<file path="src/verilog/srsc_pkg.sv">
// Shared constants for the standby release and subclock control pair.
// Assumes one 200 MHz clock and an active-low asynchronous reset at both ends.
package srsc_pkg;
  // ==========================================================
  // Device register select on the link
  typedef enum logic [1:0] {SRSC_R_GUARD, SRSC_R_LEVEL, SRSC_R_PCC, SRSC_R_OSC_SETTLE_SELECT} srsc_reg_t;
  // ==========================================================
  // Protection and regulator codes
  localparam logic [7:0] SRSC_GUARD_KEY = 8'hc9;
  localparam logic [7:0] SRSC_GUARD_LOCK = 8'h00;
  localparam logic [7:0] SRSC_LV_NORMAL = 8'h00;
  localparam logic [7:0] SRSC_LV_STOP = 8'h01;
  localparam logic [7:0] SRSC_LV_SUB = 8'h02;
  localparam logic [7:0] SRSC_GUARD_RST = 8'h00;
  localparam logic [7:0] SRSC_LEVEL_RST = 8'h00;
  // ==========================================================
  // Clock control fields
  localparam int SRSC_DIV_LSB = 0;
  localparam int SRSC_SUB_BIT = 3;
  localparam int SRSC_MCK_BIT = 6;
  localparam logic [7:0] SRSC_PCC_RST = 8'h03;
  localparam logic [2:0] SRSC_OSC_SETTLE_SELECT_RST = 3'h4;
  // Settle interval is 2^(SRSC_OST_BASE + select) cycles
  localparam int SRSC_OST_BASE = 4;
  localparam int SRSC_OST_W = 12;
  localparam int SRSC_SW_DLY = 4;
  // ==========================================================
  // Controller APB map
  localparam logic [3:0] SRSC_A_CTRL = 4'h0;
  localparam logic [3:0] SRSC_A_PRIO = 4'h4;
  localparam logic [3:0] SRSC_A_CMD = 4'h8;
  localparam logic [3:0] SRSC_A_STAT = 4'hc;
  localparam int SRSC_C_STOP = 0;
  localparam int SRSC_C_IE = 1;
  localparam int SRSC_C_NMA = 2;
  localparam int SRSC_C_NMB = 3;
  localparam int SRSC_C_INTM = 4;
  localparam int SRSC_C_ISR = 5;
  typedef enum logic [1:0] {SRSC_OP_LEVEL, SRSC_OP_SUB, SRSC_OP_OSC_SETTLE_SELECT, SRSC_OP_MCK} srsc_op_t;
  localparam int SRSC_PRIO_W = 3;
endpackage

</file>
<file path="src/verilog/srsc_if.sv">
// Link between the standby controller (CPU side) and the standby device.
// Assumes both ends share clock_in; no tristate signals are carried.
interface srsc_if;
  import srsc_pkg::*;
  // ==========================================================
  // Register writes and sources, controller to device
  logic reg_wr;
  srsc_reg_t reg_sel;
  logic [7:0] reg_wdata;
  logic stop_enter;
  logic [1:0] nmi_req;
  logic nmi_mask_a;
  logic nmi_mask_b;
  logic maskable_req;
  logic maskable_mask;
  logic reset_req;
  logic int_enable;
  logic in_isr;
  logic [SRSC_PRIO_W-1:0] req_prio;
  logic [SRSC_PRIO_W-1:0] serv_prio;
  logic [2:0] opt_settle;
  // ==========================================================
  // Device state back to the controller
  logic stopped;
  logic resume;
  logic take_handler;
  logic keep_pending;
  logic [7:0] level;
  logic [7:0] guard;
  logic [7:0] pcc;
  logic [2:0] osc_settle_select;
  logic clock_source_flag;
  logic main_osc_en;
  logic regulator_low;
  modport dev (input reg_wr, reg_sel, reg_wdata, stop_enter, nmi_req, nmi_mask_a, nmi_mask_b,
    maskable_req, maskable_mask, reset_req, int_enable, in_isr, req_prio, serv_prio, opt_settle,
    output stopped, resume, take_handler, keep_pending, level, guard, pcc, osc_settle_select,
    clock_source_flag, main_osc_en, regulator_low);
  modport ctl (output reg_wr, reg_sel, reg_wdata, stop_enter, nmi_req, nmi_mask_a, nmi_mask_b,
    maskable_req, maskable_mask, reset_req, int_enable, in_isr, req_prio, serv_prio, opt_settle,
    input stopped, resume, take_handler, keep_pending, level, guard, pcc, osc_settle_select,
    clock_source_flag, main_osc_en, regulator_low);
endinterface

</file>
<file path="src/verilog/srsc_dev.sv">
// Standby device end: STOP release, settle timing, regulator and clock source.
// Assumes the controller end drives the srsc_if dev modport on the same clock.
// Function
// - Wake on unmasked NMI, pin, peripheral, reset
// - Resume only after full settle interval
// - Any allowed request wakes, priority ignored
// - Lower priority in ISR wakes, stays pending
// - Higher priority in ISR wakes and acknowledged
// - Masked requests never release STOP
// - NMI wake branches to handler unless reset also wakes
// - Maskable wake branches only if enabled
// - Reset wake acts as ordinary reset
// - Regulator normal again after interrupt wake
// - Software settle select covers NMI and maskable wake recovery
// - Level and guard kept after interrupt wake
// - Level restore uses guarded disabled sequence
// - Reset wake clears level and guard
// - Settle counter per select, resume on overflow
// - Reset wake uses option byte interval
// - Subclock select switches clock, flag reports
// - Main oscillator stop leaves subclock only
// - Level 02 in subclock drops regulator
// - Subclock change keeps divider bits
// - Divider keeps clock above four subclocks
// - Low-voltage subclock entry guarded sequence
module srsc_dev
  import srsc_pkg::*;
#(
  parameter int OST_W = SRSC_OST_W
) (
  // Clock and reset
  input wire logic clock_in,
  input wire logic nrst_in,
  // Link
  srsc_if.dev lnk,
  // User side
  output logic regulator_low_out,
  output logic main_osc_en_out,
  output logic sub_clock_sel_out,
  output logic cpu_run_out
);
  typedef enum {SRSC_RUN, SRSC_STOP, SRSC_SETTLE} srsc_state_t;
  srsc_state_t state_q;
  logic [7:0] level_q;
  logic [7:0] guard_q;
  logic [7:0] pcc_q;
  logic [2:0] osc_settle_select_q;
  logic armed_q;
  logic by_reset_q;
  logic by_nmi_q;
  logic [OST_W-1:0] cnt_q;
  logic [OST_W-1:0] cnt_end_q;
  logic [2:0] sw_cnt_q;
  logic flag_q;
  logic resume_q;
  logic handler_q;
  logic pending_q;
  logic nmi_ok;
  logic int_ok;
  logic wake;
  logic done;
  logic higher;

  // ==========================================================
  // Release sources
  assign nmi_ok = (lnk.nmi_req[0] & ~lnk.nmi_mask_a) | (lnk.nmi_req[1] & ~lnk.nmi_mask_b);
  assign int_ok = lnk.maskable_req & ~lnk.maskable_mask;
  // Priority plays no part in waking
  assign wake = nmi_ok | int_ok | lnk.reset_req;
  assign done = (cnt_q == cnt_end_q);
  // Smaller number means higher priority
  assign higher = ~lnk.in_isr | (lnk.req_prio < lnk.serv_prio);

  // ==========================================================
  // Standby sequence
  always_ff @(posedge clock_in or negedge nrst_in) begin
    if (!nrst_in) begin
      state_q <= SRSC_RUN;
    end else begin
      unique case (state_q)
        SRSC_RUN: begin
          if (lnk.stop_enter) begin
            state_q <= SRSC_STOP;
          end
        end
        SRSC_STOP: begin
          if (wake) begin
            state_q <= SRSC_SETTLE;
          end
        end
        SRSC_SETTLE: begin
          if (done) begin
            state_q <= SRSC_RUN;
          end
        end
      endcase
    end
  end

  // ==========================================================
  // Wake cause and settle counter
  always_ff @(posedge clock_in or negedge nrst_in) begin
    if (!nrst_in) begin
      by_reset_q <= 1'b0;
      by_nmi_q <= 1'b0;
      cnt_q <= '0;
      cnt_end_q <= '0;
    end else if (state_q == SRSC_STOP && wake) begin
      by_reset_q <= lnk.reset_req;
      by_nmi_q <= nmi_ok;
      cnt_q <= '0;
      if (lnk.reset_req) begin
        cnt_end_q <= OST_W'((1 << (SRSC_OST_BASE + int'(lnk.opt_settle))) - 1);
      end else begin
        cnt_end_q <= OST_W'((1 << (SRSC_OST_BASE + int'(osc_settle_select_q))) - 1);
      end
    end else if (state_q == SRSC_SETTLE && !done) begin
      cnt_q <= cnt_q + 1'b1;
    end
  end

  // ==========================================================
  // Resume decision, one-cycle strobes at counter overflow
  always_ff @(posedge clock_in or negedge nrst_in) begin
    if (!nrst_in) begin
      resume_q <= 1'b0;
      handler_q <= 1'b0;
      pending_q <= 1'b0;
    end else begin
      resume_q <= (state_q == SRSC_SETTLE) && done;
      handler_q <= 1'b0;
      pending_q <= 1'b0;
      if (state_q == SRSC_SETTLE && done && !by_reset_q) begin
        if (by_nmi_q) begin
          handler_q <= 1'b1;
        end else if (lnk.int_enable && higher) begin
          handler_q <= 1'b1;
        end else begin
          pending_q <= lnk.in_isr & ~higher;
        end
      end
    end
  end

  // ==========================================================
  // Guarded regulator registers
  // Reset wake reinitialises as an ordinary reset would
  always_ff @(posedge clock_in or negedge nrst_in) begin
    if (!nrst_in) begin
      level_q <= SRSC_LEVEL_RST;
      guard_q <= SRSC_GUARD_RST;
      armed_q <= 1'b0;
    end else if (lnk.reset_req) begin
      level_q <= SRSC_LEVEL_RST;
      guard_q <= SRSC_GUARD_RST;
      armed_q <= 1'b0;
    end else if (lnk.reg_wr) begin
      // Any write other than the key disarms, so a stray write blocks the level
      armed_q <= (lnk.reg_sel == SRSC_R_GUARD) && (lnk.reg_wdata == SRSC_GUARD_KEY);
      if (lnk.reg_sel == SRSC_R_GUARD) begin
        guard_q <= lnk.reg_wdata;
      end
      if (lnk.reg_sel == SRSC_R_LEVEL && armed_q) begin
        if (lnk.reg_wdata != SRSC_LV_SUB || flag_q) begin
          level_q <= lnk.reg_wdata;
        end
      end
    end
  end

  // ==========================================================
  // Clock control and settle select
  always_ff @(posedge clock_in or negedge nrst_in) begin
    if (!nrst_in) begin
      pcc_q <= SRSC_PCC_RST;
      osc_settle_select_q <= SRSC_OSC_SETTLE_SELECT_RST;
    end else if (lnk.reset_req) begin
      pcc_q <= SRSC_PCC_RST;
      osc_settle_select_q <= SRSC_OSC_SETTLE_SELECT_RST;
    end else if (lnk.reg_wr && lnk.reg_sel == SRSC_R_PCC) begin
      pcc_q <= lnk.reg_wdata;
      // Main oscillator cannot stop while it still clocks the system
      pcc_q[SRSC_MCK_BIT] <= lnk.reg_wdata[SRSC_MCK_BIT] & flag_q;
    end else if (lnk.reg_wr && lnk.reg_sel == SRSC_R_OSC_SETTLE_SELECT) begin
      osc_settle_select_q <= lnk.reg_wdata[2:0];
    end
  end

  // Flag follows the select after a short switch delay
  always_ff @(posedge clock_in or negedge nrst_in) begin
    if (!nrst_in) begin
      sw_cnt_q <= '0;
      flag_q <= 1'b0;
    end else if (pcc_q[SRSC_SUB_BIT] == flag_q) begin
      sw_cnt_q <= '0;
    end else if (sw_cnt_q == 3'(SRSC_SW_DLY - 1)) begin
      flag_q <= pcc_q[SRSC_SUB_BIT];
      sw_cnt_q <= '0;
    end else begin
      sw_cnt_q <= sw_cnt_q + 1'b1;
    end
  end

  // ==========================================================
  // Outputs
  // Low voltage in STOP only while stopped; it recovers on wake by itself
  assign regulator_low_out = ((state_q == SRSC_STOP) && level_q == SRSC_LV_STOP) ||
                             (level_q == SRSC_LV_SUB);
  assign main_osc_en_out = (state_q == SRSC_RUN) && !pcc_q[SRSC_MCK_BIT];
  assign sub_clock_sel_out = flag_q;
  assign cpu_run_out = (state_q == SRSC_RUN);
  assign lnk.stopped = (state_q != SRSC_RUN);
  assign lnk.resume = resume_q;
  assign lnk.take_handler = handler_q;
  assign lnk.keep_pending = pending_q;
  assign lnk.level = level_q;
  assign lnk.guard = guard_q;
  assign lnk.pcc = pcc_q;
  assign lnk.osc_settle_select = osc_settle_select_q;
  assign lnk.clock_source_flag = flag_q;
  assign lnk.main_osc_en = main_osc_en_out;
  assign lnk.regulator_low = regulator_low_out;
endmodule

</file>
<file path="src/flat_wrapper.sv">
// flat-port wrapper written by rule: the top's interface ports become plain ports
module srsc_dev_flat import srsc_pkg::*;
#(
  parameter int OST_W = SRSC_OST_W
)
  (clock_in, nrst_in, regulator_low_out, main_osc_en_out, sub_clock_sel_out, cpu_run_out, lnk_reg_wr, lnk_reg_sel, lnk_reg_wdata, lnk_stop_enter, lnk_nmi_req, lnk_nmi_mask_a, lnk_nmi_mask_b, lnk_maskable_req, lnk_maskable_mask, lnk_reset_req, lnk_int_enable, lnk_in_isr, lnk_req_prio, lnk_serv_prio, lnk_opt_settle, lnk_stopped, lnk_resume, lnk_take_handler, lnk_keep_pending, lnk_level, lnk_guard, lnk_pcc, lnk_osc_settle_select, lnk_clock_source_flag, lnk_main_osc_en, lnk_regulator_low);
  srsc_if lnk_i ();
  input wire logic clock_in;
  input wire logic nrst_in;
  output logic regulator_low_out;
  output logic main_osc_en_out;
  output logic sub_clock_sel_out;
  output logic cpu_run_out;
  input wire logic [$bits(lnk_i.reg_wr)-1:0] lnk_reg_wr;
  input wire logic [$bits(lnk_i.reg_sel)-1:0] lnk_reg_sel;
  input wire logic [$bits(lnk_i.reg_wdata)-1:0] lnk_reg_wdata;
  input wire logic [$bits(lnk_i.stop_enter)-1:0] lnk_stop_enter;
  input wire logic [$bits(lnk_i.nmi_req)-1:0] lnk_nmi_req;
  input wire logic [$bits(lnk_i.nmi_mask_a)-1:0] lnk_nmi_mask_a;
  input wire logic [$bits(lnk_i.nmi_mask_b)-1:0] lnk_nmi_mask_b;
  input wire logic [$bits(lnk_i.maskable_req)-1:0] lnk_maskable_req;
  input wire logic [$bits(lnk_i.maskable_mask)-1:0] lnk_maskable_mask;
  input wire logic [$bits(lnk_i.reset_req)-1:0] lnk_reset_req;
  input wire logic [$bits(lnk_i.int_enable)-1:0] lnk_int_enable;
  input wire logic [$bits(lnk_i.in_isr)-1:0] lnk_in_isr;
  input wire logic [$bits(lnk_i.req_prio)-1:0] lnk_req_prio;
  input wire logic [$bits(lnk_i.serv_prio)-1:0] lnk_serv_prio;
  input wire logic [$bits(lnk_i.opt_settle)-1:0] lnk_opt_settle;
  output wire logic [$bits(lnk_i.stopped)-1:0] lnk_stopped;
  output wire logic [$bits(lnk_i.resume)-1:0] lnk_resume;
  output wire logic [$bits(lnk_i.take_handler)-1:0] lnk_take_handler;
  output wire logic [$bits(lnk_i.keep_pending)-1:0] lnk_keep_pending;
  output wire logic [$bits(lnk_i.level)-1:0] lnk_level;
  output wire logic [$bits(lnk_i.guard)-1:0] lnk_guard;
  output wire logic [$bits(lnk_i.pcc)-1:0] lnk_pcc;
  output wire logic [$bits(lnk_i.osc_settle_select)-1:0] lnk_osc_settle_select;
  output wire logic [$bits(lnk_i.clock_source_flag)-1:0] lnk_clock_source_flag;
  output wire logic [$bits(lnk_i.main_osc_en)-1:0] lnk_main_osc_en;
  output wire logic [$bits(lnk_i.regulator_low)-1:0] lnk_regulator_low;
  assign lnk_i.reg_wr = lnk_reg_wr;
  assign lnk_i.reg_sel = lnk_reg_sel;
  assign lnk_i.reg_wdata = lnk_reg_wdata;
  assign lnk_i.stop_enter = lnk_stop_enter;
  assign lnk_i.nmi_req = lnk_nmi_req;
  assign lnk_i.nmi_mask_a = lnk_nmi_mask_a;
  assign lnk_i.nmi_mask_b = lnk_nmi_mask_b;
  assign lnk_i.maskable_req = lnk_maskable_req;
  assign lnk_i.maskable_mask = lnk_maskable_mask;
  assign lnk_i.reset_req = lnk_reset_req;
  assign lnk_i.int_enable = lnk_int_enable;
  assign lnk_i.in_isr = lnk_in_isr;
  assign lnk_i.req_prio = lnk_req_prio;
  assign lnk_i.serv_prio = lnk_serv_prio;
  assign lnk_i.opt_settle = lnk_opt_settle;
  assign lnk_stopped = lnk_i.stopped;
  assign lnk_resume = lnk_i.resume;
  assign lnk_take_handler = lnk_i.take_handler;
  assign lnk_keep_pending = lnk_i.keep_pending;
  assign lnk_level = lnk_i.level;
  assign lnk_guard = lnk_i.guard;
  assign lnk_pcc = lnk_i.pcc;
  assign lnk_osc_settle_select = lnk_i.osc_settle_select;
  assign lnk_clock_source_flag = lnk_i.clock_source_flag;
  assign lnk_main_osc_en = lnk_i.main_osc_en;
  assign lnk_regulator_low = lnk_i.regulator_low;
  srsc_dev #(.OST_W(OST_W)) u_core (.clock_in(clock_in), .nrst_in(nrst_in), .lnk(lnk_i), .regulator_low_out(regulator_low_out), .main_osc_en_out(main_osc_en_out), .sub_clock_sel_out(sub_clock_sel_out), .cpu_run_out(cpu_run_out));
endmodule
</file>
<file path="config.mk">
export PLATFORM = sky130hd
export DESIGN_NAME = srsc_dev_flat
export DESIGN_NICKNAME = d
export VERILOG_FILES = /design/src/verilog/srsc_pkg.sv /design/src/verilog/srsc_if.sv /design/src/verilog/srsc_dev.sv /design/src/flat_wrapper.sv
export SDC_FILE = /design/constraint.sdc
export NUM_CORES = 1
export LEC_CHECK = 0
export BUFFER_PORTS_ARGS = -buffer_cell sky130_fd_sc_hd__clkbuf_2
export CAP_MARGIN = 20
export CORE_ASPECT_RATIO = 1.2
export CORE_MARGIN = 4
export CORE_UTILIZATION = 35
export CTS_BUF_LIST = sky130_fd_sc_hd__clkbuf_4 sky130_fd_sc_hd__clkbuf_8 sky130_fd_sc_hd__clkbuf_16
export DETAILED_ROUTE_END_ITERATION = 10
export HOLD_SLACK_MARGIN = 0.05
export REMOVE_ABC_BUFFERS = 1
export SLEW_MARGIN = 25
export SYNTH_ARGS = -nofsm -noshare
export SYNTH_HDL_FRONTEND = slang
export SYNTH_SLANG_ARGS = --single-unit
export TNS_END_PERCENT = 100
</file>
<file path="constraint.sdc">
create_clock -name clock_in -period 2.8 [get_ports clock_in]
set_input_delay 0.28 -clock clock_in [delete_from_list [all_inputs] [get_ports clock_in]]
set_output_delay 0.28 -clock clock_in [all_outputs]
set_load 0.01 [all_outputs]
</file>
# Yosys cells after proc, flatten, opt, wreduce, memory -nomap -nowiden
# Cells that the tools add are included.
dict set report totals {
  regBits 93
  input_bits 32
  output_inout_bits 38
  elab_cells 118
}
dict set report classes {
  add_sub_neg 6
  order_cmp 1
  eq_ne 18
  n_shift 2
  mux 29
  bitwise 15
  reduce_logical 32
}
# operator n
set op_table {}
lappend op_table {{$mux 32} 3}
lappend op_table {{$pmux 32 s3} 1}
lappend op_table {{$mux 8} 9}
lappend op_table {{$eq 32x2->1 const B} 2}
lappend op_table {{$logic_not 32->1} 2}
lappend op_table {{$shl 1x32->12 const A} 2}
lappend op_table {{$mux 12} 3}
lappend op_table {{$eq 32x1->1 const B} 1}
lappend op_table {{$eq 32x3->1 const B} 1}
lappend op_table {{$reduce_bool 32->1} 1}
lappend op_table {{$sub 12x2->12 const B} 2}
lappend op_table {{$mux 3} 5}
lappend op_table {{$reduce_bool 2->1} 7}
lappend op_table {{$add 12x1->12 const B} 1}
lappend op_table {{$eq 12x12->1} 1}
lappend op_table {{$logic_and 1x1->1} 11}
lappend op_table {{$add 3x3->4 const A} 2}
lappend op_table {{$eq 8x1->1 const B} 1}
lappend op_table {{$eq 8x2->1 const B} 1}
lappend op_table {{$eq 8x8->1 const B} 1}
lappend op_table {{$mux 1} 8}
lappend op_table {{$ne 8x2->1 const B} 1}
lappend op_table {{$not 1->1} 6}
lappend op_table {{$reduce_and 2->1} 3}
lappend op_table {{other kinds (14)} 28}

# Longest topological paths before layout
dict set report logic_depth {
  depth_word 7
  mapped_depth 7
}

# Least setup slack after synthesis
# Ideal clock, no wire load.
dict set report synth_path {
  path_type {flip-flop to output port}
  start {reg u_core.level_q[3] (netlist: u_core.lnk.level[3])}
  end {out regulator_low_out}
  t_arrival_ns 1.872
  t_required_ns 2.520
  path_slack_ns 0.648
  path_stages_with_launch 4
  n_path_buf 1
  path_cell_list {dfrtp_1 or4_1 a2111oi_0 buf_4}
}
dict set report synth_via {
  elab_chain_cells 3
  word_cells_on_any_way 4
}
# item line_no
set synth_rtl {}
lappend synth_rtl {{from (decl)} srsc_dev.sv:44} ;# logic [7:0] level_q;
lappend synth_rtl {{from (signal assigned)} srsc_dev.sv:165} ;# level_q <= lnk.reg_wdata;
lappend synth_rtl {{$eq 8x1->1} srsc_dev.sv:207} ;# assign regulator_low_out = ((state_q == SRSC_STOP) && level_q == SRSC_LV_STOP) ||
lappend synth_rtl {{$logic_and 1x1->1} srsc_dev.sv:207}
lappend synth_rtl {{$logic_or 1x1->1 *} srsc_dev.sv:207}
lappend synth_rtl {{to (decl)} flat_wrapper.sv:10} ;# output logic regulator_low_out;
# Mark *: on every way between the ends. The rest lies on a longest branch, timed or not.

# Worst setup path after layout
dict set report layout_path {
  start {reg u_core.level_q[3] (netlist: u_core.lnk.level[3])}
  end {out lnk_regulator_low}
}
dict set report layout_via {
  elab_chain_cells 3
  word_cells_on_any_way 4
}
# item line_no
set layout_rtl {}
lappend layout_rtl {{$eq 8x1->1} srsc_dev.sv:207}
lappend layout_rtl {{$logic_and 1x1->1} srsc_dev.sv:207}
lappend layout_rtl {{$logic_or 1x1->1 *} srsc_dev.sv:207}
lappend layout_rtl {{to (decl)} flat_wrapper.sv:39} ;# output wire logic [$bits(lnk_i.regulator_low)-1:0] lnk_regulator_low;
# Marks and branches as above.

==> out/results.ini <==
[status]
status = finished, final reports clean

[pwr]
pwr-share-clk_pct = 35.5
cell_internal_pwr_mw = 1.738
p_sw_mw = 0.8090
comb_power_share_pct = 22.3
leakage_nw = 1.852
swShare_pct = 31.77
p_seq_share_pct = 42.2
power.density_nw_per_um2 = 678.5
max-vdd-ir-drop_v = 0.0003502

[layout]
final_cell_mix = clkbuf_2 (69), dfrtp_1 (59), nor2_1 (36), mux2i_1 (26), nand2_1 (22)
stdcell_count = 488
antennaDiodeCount = 0
area_growth_pct = 21.75
final-seq-area_um2 = 1555
fin_nets = 405
drive_above_1_share_pct = 28.03
multi_input_area_um2 = 1381
final_common_cell = clkbuf_2
post-route-util_pct = 43.83
design_area_um2 = 3754
fill_cells = 817

[drt]
vias = 2398
firstDrtPassIters = 4
drt_iter0_drc = 107
wire_per_inst_um = 14.66
wl_um = 7155
via_per_inst = 4.914
postRouteAntennaNets = 0
drc = 0

[global_routing]
antenna_found_initial = 0
globalRouteOverflowTotal = 0
grt_pass1_wl_um = 11990
grt_pass1_vias = 2524
grt_start_max_net_pins = 33
grt_usage_pct = 14.48

[setup_path]
arrival_ns = 2.12
cp-start-kind = flip-flop
cp_max_fo = 3
worstPathRequired_ns = 2.52
endpoint_kind = output pin
path_class = reg -> out

[timing]
fin_skew_ns = 0.01038
rsz0062_at_grt = no
maxSlewHeadroom_pct = 45.85
worst_pin_slew_ns = 0.8122
period_minus_slack_ns = 2.399
slew_violations = 0
setup_violations = 0
hold_violations = 0
period_share_pct = 85.68
fin_ws_ns = 0.4010
finalSetupTns_ns = 0
fmax_mhz = 416.8

[run]
drv_cap = 0

[clocking]
clk_pin_slew_ns = 0.08
cts_tree = done
cts-root-buf = clkbuf_8
cts_max_path_buffers = 2
htree_levels = 3
clk_latency_ns = 0.34
cts_hold_buf = 0
post_cts_buffers = 0
numCtsBuffers = 9
post_cts_resized = 0
cts_num_sinks = 62

[place]
gp_congestion = 0.8658
place_ws_ns = 0.6327
post_dp_cell_area_um2 = 3522
port_buffers = 69
dpl.cell_count = 472
hpwlAfterDp_um = 5329

[yosys]
yosysWarnings = 0
synth_edf_count = 0
syn_inst = 295
ys_ff_latch = 62
yosysSeqAreaShare_pct = 50.45
async_flop_share_pct = 100.0
synth_area_um2 = 3083
synth_cell_types = 48
synth_area_per_cell_um2 = 10.45
synthFlopType = dfrtp_1

[die]
initial_core_util_pct = 36.00
die_area_um2 = 10380
num_rows = 37
core_area_um2 = 8564
die_y_um = 110.8
pin_count = 70
die_x_um = 93.68

[hold_path]
hold_path_class = in -> async

==> worst paths after layout <==
| kind | startpoint | slack (ns) | depth (start not counted) | end |
|---|---|---|---|---|
| max reg2reg | u_core.cnt_q[1]$_DFFE_PN0P_ | 0.56 | 5 | u_core.state_q[1]$_DFFE_PN0P_ |
| min | nrst_in | 0.02 | 1 | u_core.cnt_q[7]$_DFFE_PN0P_ |
| max in group asynchronous | nrst_in | 1.98 | 2 | u_core.lnk.osc_settle_select[2]$_DFFE_PN1P_ |
| max | u_core.lnk.level[3]$_DFFE_PN0P_ | 0.40 | 3 | lnk_regulator_low |
| min reg2reg | u_core.sw_cnt_q[0]$_DFF_PN0_ | 0.45 | 1 | u_core.sw_cnt_q[0]$_DFF_PN0_ |
| min in group clock_in | lnk_int_enable | 0.21 | 3 | u_core.lnk.take_handler$_DFF_PN0_ |
==> cells by family (layout without fill, tap and decap cells) <==
group	count (synthesis)	in the layout	synth area share [%]
xor gates and xnor gates	15	15	4.261
DFF	62	62	50.45
adders and majority gates	7	7	2.841
muxes	30	30	9.903
buffers and inverters	29	105	4.748
AOI/OAI and AO/OA	39	39	8.158
and+or+nand+nor	113	113	19.64
==> area by class of cell <==
cell class                 instances  share of cell area [%]
tap                              117                   3.900
timing repair buffer              74                   10.20
clock buffer                      10                   3.667
clock inverter                     6                   2.500
sequential                        62                   41.43
inverter                          15                   1.500
multi-input combinational        204                   36.80
==> power by group through the flow <==
stage / clock [mW] / sequential (mW) / combinational, mW
after floorplan: 0 / 1.08 / 0.372
after global placement: 0 / 1.09 / 0.567
after detailed placement: 0 / 1.09 / 0.573
after CTS: 0.918 / 1.08 / 0.578
after global routing: 0.958 / 1.09 / 0.652
final: 0.904 / 1.08 / 0.568
==> through the flow <==
step / hold WS [ns] / total power, mW
2_1_floorplan: -0.01559 / 1.449
3_3_place_gp: 0.4117 / 1.659
3_5_place_dp: 0.4162 / 1.667
4_1_cts: 0.05009 / 2.573
5_1_grt: 0.1027 / 2.697
6_report: 0.02187 / 2.547
==> critical path: stages, from the launching register on <==
cell and delay, ns:
dfrtp_1 0.40, or4_1 0.53, a2111oi_0 0.59, clkbuf_2 0.25
==> sequential cells by signal, indices dropped and copies added (netlist names) <==
| register | cells |
|---|---|
| u_core.cnt_q | 12 |
| u_core.cnt_end_q | 11 |
| u_core.lnk.guard | 8 |
| u_core.lnk.level | 8 |
| u_core.lnk.pcc | 8 |
| u_core.lnk.osc_settle_select | 3 |
| u_core.sw_cnt_q | 3 |
| u_core.state_q | 2 |
| u_core.armed_q | 1 |
| u_core.by_nmi_q | 1 |
| u_core.by_reset_q | 1 |
| u_core.lnk.clock_source_flag | 1 |
| u_core.lnk.keep_pending | 1 |
| u_core.lnk.resume | 1 |
| u_core.lnk.take_handler | 1 |
==> cells in the mapped netlist, types with 3 or more instances <==
| cell | n | area share [%] |
|---|---|---|
| xnor2_1 | 5 | 1.4 |
| mux2i_1 | 26 | 8.4 |
| o21ai_0 | 8 | 1.3 |
| o31ai_1 | 5 | 1.2 |
| o21ai_1 | 5 | 0.81 |
| xor2_1 | 10 | 2.8 |
| inv_1 | 15 | 1.8 |
| dfrtp_1 | 59 | 48 |
| nand4_1 | 3 | 0.61 |
| or4_1 | 7 | 1.7 |
| a21oi_1 | 9 | 1.5 |
| nor2_1 | 36 | 4.4 |
| nand3_1 | 9 | 1.5 |
| nand2b_1 | 8 | 1.6 |
| nor2b_1 | 4 | 0.81 |
| buf_4 | 3 | 0.73 |
| a31oi_1 | 3 | 0.61 |
| ha_1 | 7 | 2.8 |
| nor3_1 | 5 | 0.81 |
| mux2_2 | 4 | 1.5 |
| nand2_1 | 22 | 2.7 |
| dfstp_2 | 3 | 2.6 |
| clkbuf_1 | 5 | 0.61 |
==> routing by layer <==
layer | GRT usage [%] | vias to the layer above | wire (um)
met5 | 0 | - | 0
met4 | 6.647 | 0 | 183
met3 | 4.616 | 16 | 488
met2 | 23.47 | 70 | 3471
met1 | 17.32 | 1150 | 3010
li1 | - | 1162 | -
Note: power is estimated with default switching activity, not from simulation.
